<file path="config.mk">
export PLATFORM = sky130hd
export DESIGN_NAME = cmpc_modem_cfg
export DESIGN_NICKNAME = d
export VERILOG_FILES = /design/src/verilog/cmpc_modem_cfg.v
export VERILOG_INCLUDE_DIRS = /design/src /design/src/verilog
export SDC_FILE = /design/constraint.sdc
export NUM_CORES = 1
export LEC_CHECK = 0
export ABC_AREA = 1
export BUFFER_PORTS_ARGS = -buffer_cell sky130_fd_sc_hd__buf_4
export CAP_MARGIN = 5
export CORE_MARGIN = 2
export CORE_UTILIZATION = 51
export CTS_BUF_LIST = sky130_fd_sc_hd__clkbuf_4
export CTS_CLUSTER_SIZE = 14
export DETAILED_ROUTE_END_ITERATION = 8
export PLACE_DENSITY_LB_ADDON = 0.25
export SYNTH_ARGS = -nofsm -noshare
export SYNTH_HDL_FRONTEND = slang
export SYNTH_SLANG_ARGS = --single-unit
</file>
<file path="constraint.sdc">
create_clock -name clk -period 8.7 [get_ports clk]
set_input_delay 1.305 -clock clk [delete_from_list [all_inputs] [get_ports clk]]
set_output_delay 1.305 -clock clk [all_outputs]
set_load 0.005 [all_outputs]
</file>
<file path="src/verilog/cmpc_map.vh">
/*
 Holds the opcodes, register offsets, parameter encodings and timing
 counts of the chirp modem configuration block.
 Assumes inclusion by bare name from the design file.
*/
`ifndef CMPC_MAP_VH
`define CMPC_MAP_VH

// ****************************************
// Command opcodes
// ****************************************
`define CMPC_OP_STANDBY 8'h80
`define CMPC_OP_PKT_KIND 8'h8a
`define CMPC_OP_FREQ 8'h86
`define CMPC_OP_BUF_BASE 8'h8f
`define CMPC_OP_MOD_CFG 8'h8b
`define CMPC_OP_PKT_FMT 8'h8c
`define CMPC_OP_REG_WRITE 8'h18
`define CMPC_OP_REG_READ 8'h19
`define CMPC_OP_IRQ_CLEAR 8'h97
`define CMPC_OP_BUF_QUERY 8'h17
`define CMPC_OP_BUF_READ 8'h1b
`define CMPC_OP_SYNC_STAT 8'h1d

// ****************************************
// Register offsets
// ****************************************
`define CMPC_REG_SF_TUNING 16'h0925
`define CMPC_REG_FREQ_COMP 16'h093c
`define CMPC_REG_SYNC_HI 16'h0944
`define CMPC_REG_SYNC_LO 16'h0945

// ****************************************
// Parameter encodings
// ****************************************
`define CMPC_SF_MIN 8'h50
`define CMPC_SF_MAX 8'hc0
`define CMPC_BW_1625 8'h0a
`define CMPC_BW_812 8'h18
`define CMPC_BW_406 8'h26
`define CMPC_BW_203 8'h34
`define CMPC_CR_MAX_LEGACY 8'h04
`define CMPC_CR_MAX_LONG 8'h07
`define CMPC_HDR_EXPLICIT 8'h00
`define CMPC_HDR_IMPLICIT 8'h80
`define CMPC_CRC_ON 8'h20
`define CMPC_CRC_OFF 8'h00
`define CMPC_IQ_SWAPPED 8'h00
`define CMPC_IQ_NORMAL 8'h40
`define CMPC_CHIRP_KIND 8'h01
`define CMPC_SYNC_ERROR 3'h0
`define CMPC_SYNC_ADDR1 3'h1
`define CMPC_SYNC_ADDR2 3'h2
`define CMPC_SYNC_ADDR3 3'h4

// ****************************************
// Timing
// ****************************************
`define CMPC_CLK_MHZ 200
`define CMPC_CAL_TIME_US 100
`define CMPC_CAL_CYCLES (`CMPC_CAL_TIME_US * `CMPC_CLK_MHZ)

`endif

</file>
<file path="src/verilog/cmpc_modem_cfg.v">
/*
 Command interpreter for the chirp modem configuration, packet format,
 sync word registers and the receive completion status.
 Assumes a host that presents one whole command per cmd_valid pulse and
 a receive datapath on the same clock that reports its events.
*/
`timescale 1ns/1ps
// Overview of operation
// - Sync match code: 000 error, 001/010/100 addresses one to three.
// - Interrupt clear drops only flags whose mask bit is one.
// - Each DIO is the OR of its mapped flags, low once cleared.
// - Buffer query returns last packet length and its start offset.
// - After reset calibrate, then enter RC standby with busy low.
// - Frequency word LSB is 52e6/2^18 Hz, sets transmit carrier.
// - Transmit and receive base offsets steer packet handler memory.
// - Spreading factor 0x50..0xc0 in steps 0x10 selects 5..12.
// - Bandwidth codes 0x0a, 0x18, 0x26, 0x34 decode to four widths.
// - Rates 1..4 legacy interleave; 5..7 long interleave variants.
// - Long interleave works with implicit header, scrambling kept.
// - Preamble symbols are mantissa times two to the exponent.
// - Header mode 0x00 explicit, 0x80 implicit fixed length.
// - Payload length parameter accepted from 1 to 255.
// - CRC code 0x20 enables, 0x00 disables.
// - IQ code 0x00 swapped, 0x40 normal.
`include "cmpc_map.vh"
module cmpc_modem_cfg #(
  parameter CAL_CYCLES = `CMPC_CAL_CYCLES,
  parameter IRQ_W = 16
) (
  input wire clk,
  input wire rst_n,
  input wire cmd_valid,
  input wire [7:0] cmd_op,
  input wire [7:0] cmd_arg0,
  input wire [7:0] cmd_arg1,
  input wire [7:0] cmd_arg2,
  input wire [7:0] cmd_arg3,
  input wire [7:0] cmd_arg4,
  input wire [15:0] irq_set,
  input wire [15:0] dio1_map,
  input wire [15:0] dio2_map,
  input wire [15:0] dio3_map,
  input wire rx_done,
  input wire [7:0] rx_len,
  input wire [2:0] rx_sync_hit,
  output reg busy,
  output reg rc_oscillator_standby,
  output reg cmd_error,
  output reg rsp_valid,
  output reg [15:0] rsp_data,
  output reg [7:0] buf_rd_offset,
  output reg [7:0] buf_rd_count,
  output reg buf_rd_start,
  output reg [15:0] irq_status,
  output wire dio1,
  output wire dio2,
  output wire dio3,
  output reg chirp_packet_kind,
  output reg [23:0] carrier_freq_word,
  output reg [7:0] transmit_base_offset,
  output reg [7:0] receive_base_offset,
  output reg [3:0] spread_factor,
  output reg [1:0] bandwidth_sel,
  output reg [2:0] coding_rate,
  output reg long_interleave,
  output reg [19:0] preamble_symbols,
  output reg implicit_header,
  output reg [7:0] payload_length,
  output reg checksum_on,
  output reg iq_swapped,
  output reg [7:0] sf_dependent_tuning,
  output reg [7:0] freq_error_comp_mode,
  output reg [7:0] sync_word_high_nibble,
  output reg [7:0] sync_word_low_nibble
);

  // ****************************************
  // Reset release and state
  // ****************************************
  localparam ST_CAL = 2'b00;
  localparam ST_STANDBY = 2'b01;
  localparam ST_ACTIVE = 2'b10;

  reg [1:0] rst_sync;
  wire rst_i_n;
  reg [1:0] state;
  reg [31:0] cal_cnt;
  reg [7:0] received_length;
  reg [7:0] received_start_offset;
  reg [2:0] sync_match_code;
  reg [15:0] next_irq;

  assign rst_i_n = rst_sync[1];

  always @(posedge clk or negedge rst_n) begin
    if (!rst_n)
      rst_sync <= 2'b00;
    else
      rst_sync <= {rst_sync[0], 1'b1};
  end

  // Preamble length, mantissa times two to the exponent
  function [19:0] pbl_len;
    input [7:0] p;
    begin
      pbl_len = {16'h0000, p[3:0]} << p[7:4];
    end
  endfunction

  // Recognised register offset
  function reg_known;
    input [15:0] a;
    begin
      reg_known = (a == `CMPC_REG_SF_TUNING) ||
        (a == `CMPC_REG_FREQ_COMP) || (a == `CMPC_REG_SYNC_HI) ||
        (a == `CMPC_REG_SYNC_LO);
    end
  endfunction

  wire [15:0] reg_addr = {cmd_arg0, cmd_arg1};
  wire cmd_take = cmd_valid && (state != ST_CAL);
  wire cfg_ok = (state == ST_STANDBY);
  wire sf_ok = (cmd_arg0 >= `CMPC_SF_MIN) &&
    (cmd_arg0 <= `CMPC_SF_MAX) && (cmd_arg0[3:0] == 4'h0);
  wire bw_ok = (cmd_arg1 == `CMPC_BW_1625) ||
    (cmd_arg1 == `CMPC_BW_812) || (cmd_arg1 == `CMPC_BW_406) ||
    (cmd_arg1 == `CMPC_BW_203);
  wire cr_ok = (cmd_arg2 != 8'h00) && (cmd_arg2 <= `CMPC_CR_MAX_LONG);
  wire pbl_ok = (cmd_arg0[3:0] != 4'h0) && (cmd_arg0[7:4] != 4'h0);
  wire hdr_ok = (cmd_arg1 == `CMPC_HDR_EXPLICIT) ||
    (cmd_arg1 == `CMPC_HDR_IMPLICIT);
  wire len_ok = (cmd_arg2 != 8'h00);
  wire crc_ok = (cmd_arg3 == `CMPC_CRC_ON) || (cmd_arg3 == `CMPC_CRC_OFF);
  wire iq_ok = (cmd_arg4 == `CMPC_IQ_SWAPPED) ||
    (cmd_arg4 == `CMPC_IQ_NORMAL);

  // ****************************************
  // Interrupt flags and DIO lines
  // ****************************************
  always @* begin
    next_irq = irq_status;
    if (cmd_take && cmd_op == `CMPC_OP_IRQ_CLEAR)
      next_irq = irq_status & ~{cmd_arg0, cmd_arg1};
    next_irq = next_irq | irq_set;
  end

  assign dio1 = |(irq_status & dio1_map);
  assign dio2 = |(irq_status & dio2_map);
  assign dio3 = |(irq_status & dio3_map);

  // ****************************************
  // Calibration and standby sequencing
  // ****************************************
  always @(posedge clk or negedge rst_i_n) begin
    if (!rst_i_n) begin
      state <= ST_CAL;
      cal_cnt <= 32'h00000000;
      busy <= 1'b1;
      rc_oscillator_standby <= 1'b0;
    end else begin
      case (state)
        ST_CAL: begin
          if (cal_cnt >= CAL_CYCLES - 1) begin
            state <= ST_STANDBY;
            busy <= 1'b0;
            rc_oscillator_standby <= 1'b1;
          end else begin
            cal_cnt <= cal_cnt + 32'h00000001;
          end
        end
        ST_STANDBY: begin
          if (cmd_take && cmd_op == `CMPC_OP_BUF_READ) begin
            state <= ST_ACTIVE;
            rc_oscillator_standby <= 1'b0;
          end
        end
        ST_ACTIVE: begin
          if (cmd_take && cmd_op == `CMPC_OP_STANDBY) begin
            state <= ST_STANDBY;
            rc_oscillator_standby <= 1'b1;
          end
        end
        default: begin
          state <= ST_CAL;
        end
      endcase
    end
  end

  // ****************************************
  // Command decoding
  // ****************************************
  always @(posedge clk or negedge rst_i_n) begin
    if (!rst_i_n) begin
      cmd_error <= 1'b0;
      rsp_valid <= 1'b0;
      rsp_data <= 16'h0000;
      buf_rd_offset <= 8'h00;
      buf_rd_count <= 8'h00;
      buf_rd_start <= 1'b0;
      irq_status <= 16'h0000;
      chirp_packet_kind <= 1'b0;
      carrier_freq_word <= 24'h000000;
      transmit_base_offset <= 8'h00;
      receive_base_offset <= 8'h00;
      spread_factor <= 4'h5;
      bandwidth_sel <= 2'h0;
      coding_rate <= 3'h1;
      long_interleave <= 1'b0;
      preamble_symbols <= 20'h0000c;
      implicit_header <= 1'b0;
      payload_length <= 8'h01;
      checksum_on <= 1'b0;
      iq_swapped <= 1'b0;
      sf_dependent_tuning <= 8'h00;
      freq_error_comp_mode <= 8'h00;
      sync_word_high_nibble <= 8'h00;
      sync_word_low_nibble <= 8'h00;
      received_length <= 8'h00;
      received_start_offset <= 8'h00;
      sync_match_code <= `CMPC_SYNC_ERROR;
    end else begin
      cmd_error <= 1'b0;
      rsp_valid <= 1'b0;
      buf_rd_start <= 1'b0;
      irq_status <= next_irq;
      if (rx_done) begin
        received_length <= rx_len;
        received_start_offset <= receive_base_offset;
        case (rx_sync_hit)
          3'b001: sync_match_code <= `CMPC_SYNC_ADDR1;
          3'b010: sync_match_code <= `CMPC_SYNC_ADDR2;
          3'b100: sync_match_code <= `CMPC_SYNC_ADDR3;
          default: sync_match_code <= `CMPC_SYNC_ERROR;
        endcase
      end
      if (cmd_take) begin
        case (cmd_op)
          `CMPC_OP_STANDBY: begin
          end
          `CMPC_OP_PKT_KIND: begin
            if (cfg_ok)
              chirp_packet_kind <= (cmd_arg0 == `CMPC_CHIRP_KIND);
            else
              cmd_error <= 1'b1;
          end
          `CMPC_OP_FREQ: begin
            if (cfg_ok)
              carrier_freq_word <= {cmd_arg0, cmd_arg1, cmd_arg2};
            else
              cmd_error <= 1'b1;
          end
          `CMPC_OP_BUF_BASE: begin
            if (cfg_ok) begin
              transmit_base_offset <= cmd_arg0;
              receive_base_offset <= cmd_arg1;
            end else begin
              cmd_error <= 1'b1;
            end
          end
          `CMPC_OP_MOD_CFG: begin
            if (cfg_ok && sf_ok && bw_ok && cr_ok) begin
              spread_factor <= cmd_arg0[7:4];
              case (cmd_arg1)
                `CMPC_BW_1625: bandwidth_sel <= 2'h0;
                `CMPC_BW_812: bandwidth_sel <= 2'h1;
                `CMPC_BW_406: bandwidth_sel <= 2'h2;
                default: bandwidth_sel <= 2'h3;
              endcase
              long_interleave <= (cmd_arg2 > `CMPC_CR_MAX_LEGACY);
              if (cmd_arg2 == `CMPC_CR_MAX_LONG)
                coding_rate <= 3'h4;
              else if (cmd_arg2 > `CMPC_CR_MAX_LEGACY)
                coding_rate <= cmd_arg2[2:0] - 3'h4;
              else
                coding_rate <= cmd_arg2[2:0];
            end else begin
              cmd_error <= 1'b1;
            end
          end
          `CMPC_OP_PKT_FMT: begin
            if (cfg_ok && pbl_ok && hdr_ok && len_ok && crc_ok && iq_ok)
            begin
              preamble_symbols <= pbl_len(cmd_arg0);
              implicit_header <= (cmd_arg1 == `CMPC_HDR_IMPLICIT);
              payload_length <= cmd_arg2;
              checksum_on <= (cmd_arg3 == `CMPC_CRC_ON);
              iq_swapped <= (cmd_arg4 == `CMPC_IQ_SWAPPED);
            end else begin
              cmd_error <= 1'b1;
            end
          end
          `CMPC_OP_REG_WRITE: begin
            case (reg_addr)
              `CMPC_REG_SF_TUNING: sf_dependent_tuning <= cmd_arg2;
              `CMPC_REG_FREQ_COMP: freq_error_comp_mode <= cmd_arg2;
              `CMPC_REG_SYNC_HI: sync_word_high_nibble <= cmd_arg2;
              `CMPC_REG_SYNC_LO: sync_word_low_nibble <= cmd_arg2;
              default: cmd_error <= 1'b1;
            endcase
          end
          `CMPC_OP_REG_READ: begin
            rsp_valid <= 1'b1;
            cmd_error <= !reg_known(reg_addr);
            case (reg_addr)
              `CMPC_REG_SF_TUNING: rsp_data <= {8'h00, sf_dependent_tuning};
              `CMPC_REG_FREQ_COMP: rsp_data <= {8'h00, freq_error_comp_mode};
              `CMPC_REG_SYNC_HI: rsp_data <= {8'h00, sync_word_high_nibble};
              `CMPC_REG_SYNC_LO: rsp_data <= {8'h00, sync_word_low_nibble};
              default: rsp_data <= 16'h0000;
            endcase
          end
          `CMPC_OP_IRQ_CLEAR: begin
          end
          `CMPC_OP_BUF_QUERY: begin
            rsp_valid <= 1'b1;
            rsp_data <= {received_length, received_start_offset};
          end
          `CMPC_OP_SYNC_STAT: begin
            rsp_valid <= 1'b1;
            rsp_data <= {13'h0000, sync_match_code};
          end
          `CMPC_OP_BUF_READ: begin
            buf_rd_offset <= cmd_arg0;
            buf_rd_count <= cmd_arg1;
            buf_rd_start <= 1'b1;
          end
          default: begin
            cmd_error <= 1'b1;
          end
        endcase
      end
    end
  end

endmodule // cmpc_modem_cfg

</file>
==> PnR_summary.wiki, run 1 <==
{| class="wikitable"
! Metric !! Value
|-
| H-tree lvl count || 2
|-
| Antenna violations before repair || 1
|-
| Share of the synthesized netlist area taken by xor and xnor gates || 0.602%
|-
| Final-stage net count || roughly 1,600
|-
| DR WL/cell || 16.0 microns
|-
| Fmax || 251 MHz
|-
| VDD IR max || 0.000151 V
|-
| Total count of hold-check failures in the final report || 0
|-
| Startpoint Class || primary input
|-
| Number of sinks on the clock net || about 220
|-
| Pre-CTS WS || between 4 and 5 ns
|-
| Initial drt markers || 562
|-
| Transition at the pin with the smallest max-transition slack || 1.13 ns
|-
| Cells along the critical path || buf_4 > nand2_1 > nand3_1 > a2111oi_0 > nand3_1 > buf_4
|-
| Post-detail-place hpwl || 21,600 microns
|-
| Vias in the first global route || between 9,000 and 10,000
|-
| # rows || 51
|-
| Die outline area || 0.0211 sq mm
|-
| Yosys top cell by area || dfrtp_1
|-
| CTS tree || done
|-
| Critical path endpoint category || output pin
|-
| Post-route total power || 2.26 mW
|-
| Initial Utilization || 52.1%
|-
| Synthesized-area fraction occupied by adder cells || 0.123%
|-
| Clock transition at the registers of the reported paths || 0.07 ns
|-
| Worst R2R End || transmit_base_offset[0]$_DFFE_PN0P_
|-
| Max-slew violations || 0
|-
| Total wire length after detailed routing || approximately 29,000 microns
|-
| Class of the most critical hold timing path || reg2async
|-
| Status || finished clean
|-
| Vertical die dimension || approximately 150 microns
|-
| Mux contribution to synthesized area || 1.34%
|-
| Number of detailed-routing iterations run before antenna repair || 5
|-
| Routability-driven placement congestion ratio || 0.887
|-
| Arrival time of data at the critical path endpoint || ~2.7 ns
|-
| Post-CTS Setup Inserts || 0
|-
| Smallest hold slack || 0.285 ns
|-
| Synthesized area divided by synthesized cell count || ~8.5 sq um
|-
| Post-Synthesis Cell Area || 0.0102 sq mm
|-
| Max-capacitance violation count || 0
|-
| CTS Buf Count || 57
|-
| Slowest cell on the critical path || a2111oi_0
|-
| Routed vias || about 9,300
|-
| Area share of the largest cell type after synthesis || a little over half
|-
| Share of final-layout standard cells stronger than drive strength 1 || 28.9%
|-
| Number of remaining DRC errors || 0
|-
| Launch point of the worst reg-to-reg path || state[1]$_DFFE_PN0P_
|-
| Share of the synthesized area in compound gates (AO/OA/AOI/OAI) || between 10% and 20%
|-
| Fill cell instance count of the final layout || about 1,600
|-
| Root Buffer Master || clkbuf_4
|-
| Count of distinct cell types in the synthesized netlist || 49
|-
| Post-cts repair resize count || 0
|-
| Total of flip-flops plus latches after synthesis || around 220
|-
| ANT nets after route || 0
|-
| Chip Width || 145 microns
|-
| Cells after synthesis || 1,195
|-
| Clock tree buffer depth || 3
|-
| Fraction of the yosys area taken by sequential cells || 54.4%
|-
| Number of nets produced by synthesis || roughly 1,300
|-
| Quantity of hold-fixing buffers added after cts || 0
|-
| Warnings from Yosys || 0
|-
| Wire length of the first global-routing pass || between 40,000 and 50,000 microns
|-
| Setup TNS after final layout || 0 ns
|-
| Per-cell via count in the routed design || 5.15
|-
| Worst Clk Skew || about 0.051 ns
|-
| Number of port buffers || 295
|-
| CP Data Required Time || 7.39 ns
|-
| Share of the clock period used by the worst path || between 40% and 50%
|-
| Post-route setup slack || 4.72 ns
|-
| Critical Path Fanout Max || 1
|-
| Dominant cells by area after synthesis || dfrtp_1 (53%), nand2_1 (11%), o21ai_0 (6.1%)
|-
| Post-synthesis share of cell area spent on and, or, nand and nor gates || 23.1%
|-
| Pin count of the biggest net entering global routing || 86
|-
| Relative max-transition margin || 24.6%
|-
| Reg2reg path depth || 5
|-
| Post-layout min period || slightly below 4 ns
|-
| Clock latency reported for the late side of the worst-skew pair || 0.67 ns
|-
| RSZ-0062 raised after global routing || false
|-
| Maximum single-stage delay on the critical path || 0.68 ns
|-
| Standard cell core area || 0.0195 sq mm
|-
| Overall global routing resource usage || 27.7%
|-
| Endpoints failing setup || 0
|-
| Power density over cell area || around 170 mW/mm^2
|-
| Total overflow reported by the global router || 0
|-
| IO Pins || around 300
|-
| R2r setup slk || approximately 6.2 ns
|-
| Signed area change from the synthesized netlist to the final layout || 30.4%
|-
| Leakage power total || 7.01 nW
|-
| Combinational family with the most area after synthesis || simple AND/OR/NAND/NOR gates
|-
| Final core area utilization || between 60% and 70%
|-
| Path type of the worst setup path || in2out
|}
==> flip-flops by register name, summed over array words and instances, names as in the netlist, 2 cells and up <==
signal,cells
buf_rd_count,8
receive_base_offset,8
rsp_data,16
cal_cnt,32
received_start_offset,8
received_length,8
sf_dependent_tuning,8
preamble_symbols,19
transmit_base_offset,8
sync_match_code,3
coding_rate,3
spread_factor,4
sync_word_high_nibble,8
rst_sync,2
carrier_freq_word,24
freq_error_comp_mode,8
sync_word_low_nibble,8
payload_length,8
buf_rd_offset,8
bandwidth_sel,2
state,2
irq_status,16
==> cell usage in the layout (no fill, tap or decap), types with 2 or more instances in the layout <==
master / n
nand2_2: 3
clkbuf_4: 84
conb_1: 2
nor2_1: 91
o22ai_1: 5
o21ai_1: 32
o21ai_2: 8
nand3b_1: 3
nand3_1: 61
clkinv_1: 16
mux2i_1: 8
nor3_1: 16
mux2_2: 5
o31ai_1: 8
a2111oi_0: 2
xor2_1: 4
buf_4: 299
o211ai_1: 3
bufinv_16: 4
inv_2: 9
a22o_1: 8
nor2_2: 6
nor3_4: 2
dfrtp_1: 213
a21oi_1: 26
nand3_2: 6
nand2_1: 311
nand4_1: 23
nor2_4: 5
dfstp_2: 7
inv_1: 125
xnor2_1: 3
diode_2: 2
o21ai_0: 124
a221oi_1: 4
o32ai_1: 2
==> worst max path at each step <==
stage	to	cells after the start	slack, ns	startpoint
floorplan	bandwidth_sel[0]$_DFFE_PN0P_	0	2.10	rst_sync[1]$_DFF_PN0_
global placement	dio1	6	4.77	dio1_map[14]
detailed placement	dio1	6	4.80	dio1_map[14]
CTS	dio1	6	4.78	dio1_map[14]
global route	dio1	6	4.54	dio1_map[14]
finish	dio1	6	4.72	dio1_map[14]
==> per-stage QoR <==
step           instances  cell area (sq um)
6_report            1808              13300
3_3_place_gp        1701              12400
3_5_place_dp        1701              12400
5_1_grt             1808              13300
2_1_floorplan       1195              10200
4_1_cts             1806              13300
==> cells in the mapped netlist (all sizes together) <==
cell type,n
mux2,5
a21oi,27
mux2i,8
clkinv,1
o31ai,8
nand2,316
o22ai,5
nand3b,3
clkbuf,33
conb,2
a2111oi,2
dfstp,7
nor4,2
nand3,68
ha,1
nor3b,1
o21ai,164
and2,2
nor2,102
a21boi,1
inv,133
nand4,23
o211ai,3
a22o,8
nor3,18
xor2,4
a221oi,4
o32ai,2
buf,25
xnor2,3
dfrtp,214
==> critical path, delay by kind of cell <==
kind / cells / cell delay [ns]
buffers and inverters: 2 / 0.32
and+or+nand+nor: 3 / 0.38
AOI/OAI and AO/OA: 1 / 0.68
==> where the power goes <==
part,total (mW),internal [mW],leakage [nW],switching [mW]
Clock,0.983,0.561,0.475,0.422
Combinational,0.188,0.0773,3.66,0.111
Sequential,1.08,1.06,2.87,0.0288
==> cell families after synthesis <==
kind of cell               after synthesis
AOI/OAI and AO/OA                      224
xor gates and xnor gates                 7
adders and majority gates                1
buffers and inverters                  192
DFF                                    221
muxes                                   13
other                                    2
and+or+nand+nor                        535
==> metal layers <==
layer	share of wire [%]	vias up	track usage [%]
li1	-	4509	-
met1	43	4353	38.2
met2	45	382	42.3
met3	8.4	64	7.30
met4	3.3	0	10.7
met5	0	-	0
==> area by class of cell <==
cell class                 count  area (sq um)  share of cell area [%]
multi-input combinational    782          3820                    28.8
sequential                   221          5540                    41.8
clock inverter                21           185                    1.40
inverter                     134           503                    3.79
timing repair buffer         299          2240                    16.9
clock buffer                  84           631                    4.75
antenna                        2          5.00                  0.0377
tap                          265           332                    2.50
Power figures use the tool's default switching activity.
==> run 2, diff against run 1 <==
--- a/config.mk
+++ b/config.mk
@@ -10,7 +10,7 @@
 export BUFFER_PORTS_ARGS = -buffer_cell sky130_fd_sc_hd__buf_4
 export CAP_MARGIN = 5
 export CORE_MARGIN = 2
-export CORE_UTILIZATION = 51
+export CORE_UTILIZATION = 49
 export CTS_BUF_LIST = sky130_fd_sc_hd__clkbuf_4
 export CTS_CLUSTER_SIZE = 14
 export DETAILED_ROUTE_END_ITERATION = 8
==> constraint.sdc (replaced) <==
create_clock -name clk -period 3.55 [get_ports clk]
set_input_delay 0.5325 -clock clk [delete_from_list [all_inputs] [get_ports clk]]
set_output_delay 0.5325 -clock clk [all_outputs]
set_load 0.005 [all_outputs]
==> run 2 against run 1 <==
Worst setup slack worse by 3.9 ns. Wire length is 1.4% higher. Non-clock buffer count is 5 higher. Clock power is 110% higher. Via count hardly changed. Flip-flop and latch count stayed put. Largest power group unchanged. Highest routed layer unchanged. Register-to-register slack worse by 4.9 ns. Total power is 130% higher. Die area is 4.0% higher. Cell count is 0.17% higher. Critical endpoint unchanged.
==> PnR_summary.wiki, run 2 (same netlist as run 1, synthesis figures left out) <==
{| class="wikitable"
! Metric !! Value
|-
| Count of non-filler cells in the finished layout || 1,811 (+0.17%)
|-
| Placed Instances || 1,710 (+0.53%)
|-
| Clock tree buffer depth || 3 (unchanged)
|-
| First element of the critical path || irq_status[15]$_DFF_PN0_
|-
| Antenna violations before repair || 1 (unchanged)
|-
| Status || finished clean
|-
| Number of detailed-routing iterations run before antenna repair || 6 (+1)
|-
| Pin count of the biggest net entering global routing || 89 (+3.5%)
|-
| Class of the most critical hold timing path || in2reg
|-
| Arrival time of data at the critical path endpoint || 2.21 ns (-0.46 ns)
|-
| Path type of the worst setup path || reg2out
|-
| Critical Path Fanout Max || 5 (+4)
|-
| Chip Width || 148 microns (+2.0%)
|-
| Vias in the first global route || 9,085 (-0.62%)
|-
| VDD IR max || 0.000239 V (+59%)
|-
| Most used cells in the layout excluding fill and tap cells || nand2_1 (311), buf_4 (301), dfrtp_1 (213), inv_1 (125), o21ai_0 (124)
|-
| CP Data Required Time || 3.02 ns (-4.37 ns)
|-
| Power density over cell area || 394 mW/mm^2 (+130%)
|-
| Most common cell after layout, fill and taps aside || nand2_1
|-
| Per-cell via count in the routed design || 5.14 (-0.25%)
|-
| Relative max-transition margin || 21.5% (-3.1 points)
|-
| Smallest hold slack || 0.0767 ns (-0.208 ns)
|-
| Total overflow reported by the global router || 0 (unchanged)
|-
| Most crowded layer after global routing || met2
|-
| Launch point of the worst reg-to-reg path || state[1]$_DFFE_PN0P_
|-
| Largest register by flop count || cal_cnt
|-
| Routability-driven placement congestion ratio || 0.906 (+2.2%)
|-
| # rows || 52 (+2.0%)
|-
| Transition at the pin with the smallest max-transition slack || 1.18 ns (+0.0494 ns)
|-
| Total wire length after detailed routing || 29,400 microns (+1.4%)
|-
| Fraction of met3 tracks used by global routing || 6.87% (-0.42 points)
|-
| Root Buffer Master || clkbuf_4
|-
| Setup TNS after final layout || 0 ns (unchanged)
|-
| Post-layout min period || 2.74 ns
|-
| Critical path endpoint category || output pin
|-
| Number of remaining DRC errors || 0 (unchanged)
|-
| Share of final-layout standard cells stronger than drive strength 1 || 29.0% (+0.084 points)
|-
| Startpoint Class || flop
|-
| Post-detail-place hpwl || 21,800 microns (+1.1%)
|-
| Max-slew violations || 0 (unchanged)
|-
| Total count of hold-check failures in the final report || 0 (unchanged)
|-
| Wire length of the first global-routing pass || 46,900 microns (-0.73%)
|-
| Final-stage net count || 1,627 (+0.25%)
|-
| CTS Buf Count || 56 (-1.8%)
|-
| Routed vias || 9,300 (-0.086%)
|-
| IO Pins || 297 (unchanged)
|-
| CTS tree || done
|-
| Number of sinks on the clock net || 221 (unchanged)
|-
| Global routing usage on met2 || 43.0% (+0.69 points)
|-
| Clock latency reported for the late side of the worst-skew pair || 0.65 ns (-0.02 ns)
|-
| Number of port buffers || 295 (unchanged)
|-
| DR WL/cell || 16.2 microns (+1.2%)
|-
| Leakage power total || 6.98 nW (-0.39%)
|-
| RSZ-0062 raised after global routing || false
|-
| Post-route total power || 5.21 mW (+130%)
|-
| Die outline area || 0.0219 sq mm (+4.0%)
|-
| Initial Utilization || 50.1% (-2.0 points)
|-
| ANT nets after route || 0 (unchanged)
|-
| Largest registers || cal_cnt x32, carrier_freq_word x24, preamble_symbols x19
|-
| Worst Clk Skew || 0.0237 ns (-0.0276 ns)
|-
| Fill cell instance count of the final layout || 1,743 (+7.3%)
|-
| Met1 track utilization from global routing || 35.4% (-2.8 points)
|-
| Vertical die dimension || 148 microns (+2.0%)
|-
| Overall global routing resource usage || 26.9% (-0.86 points)
|-
| Clock transition at the registers of the reported paths || 0.06 ns (about the same)
|-
| Max-capacitance violation count || 0 (unchanged)
|-
| Max FFs per register || 32 (unchanged)
|-
| Endpoints failing setup || 0 (unchanged)
|-
| Share of the clock period used by the worst path || 77.2%
|-
| H-tree lvl count || 2 (unchanged)
|-
| Initial drt markers || 507 (-9.8%)
|-
| Standard cell core area || 0.0203 sq mm (+4.0%)
|-
| Signed area change from the synthesized netlist to the final layout || 29.8%
|-
| Hold Crit Start || irq_set[7]
|-
| Fmax || approximately 360 MHz
|}
[run 2: changes by cell type in the layout (fill, tap and decap cells not counted), sizes merged]
cell         before  now
dlygate4sd3       0    1
bufinv            4    0
inv             134  133
buf             299  303
diode             2    1
clkinv           17   16
[run 2: layout make-up]
| type | instances | area, sq um | share of cell area (%) |
|---|---|---|---|
| repair buffers | 304 | 2310 | 17.5 |
| diodes | 1 | 2.50 | 0.0189 |
| clock buffers | 84 | 631 | 4.77 |
| flip-flops and latches | 221 | 5540 | 42.0 |
| multi-input cells | 782 | 3820 | 29.0 |
| inverters | 134 | 503 | 3.81 |
| clock inverters | 15 | 60.1 | 0.455 |
| well taps | 270 | 338 | 2.56 |
[run 2: power breakdown]
group | switching, mW | total, mW | internal [mW]
logic | 0.262 | 0.457 | 0.194
registers | 0.0792 | 2.67 | 2.59
clock network | 1.01 | 2.08 | 1.08
[run 2: worst max-delay path, cell delays in order (launching register included)]
cell and delay [ns]:
dfrtp_1 0.46, nand2_1 0.10, nand3_1 0.07, a2111oi_0 0.61, nand3_1 0.15, buf_4 0.18
[run 2: timing repair]
item | CTS | global route
hold endpoints to repair | 2 | 0
hold buffers | 1 | 0
setup buffers | 0 | 0
resized for setup | 0 | 0
[run 2: metal layers]
| layer | vias to the layer above | part of all wire, % |
|---|---|---|
| met5 | - | 0 |
| met4 | 0 | 3.4 |
| met3 | 75 | 7.5 |
| met2 | 365 | 47 |
| met1 | 4341 | 42 |
| li1 | 4519 | - |
[run 2: path summary, 6_finish.rpt]
kind,slack (ns),end,cells past startpoint
setup / recovery,0.81,dio1,5
min in group asynchronous,0.21,rst_sync[1]$_DFF_PN0_,2
max in group asynchronous,2.05,cal_cnt[22]$_DFFE_PN0P_,1
setup reg to reg,1.30,bandwidth_sel[0]$_DFFE_PN0P_,7
hold / removal,0.08,irq_status[7]$_DFF_PN0_,3
hold reg to reg,0.36,rst_sync[1]$_DFF_PN0_,0
[run 2: metrics by stage]
stage / cell area, sq um / util (%) / worst slack (ns)
3_3_place_gp: 12500 / 61.6 / 0.995
6_report: 13200 / 65.1 / 0.810
5_1_grt: 13200 / 65.1 / 0.607
2_1_floorplan: 10200 / - / 1.31
4_1_cts: 13200 / 65.1 / 0.751
3_5_place_dp: 12500 / 61.6 / 0.935
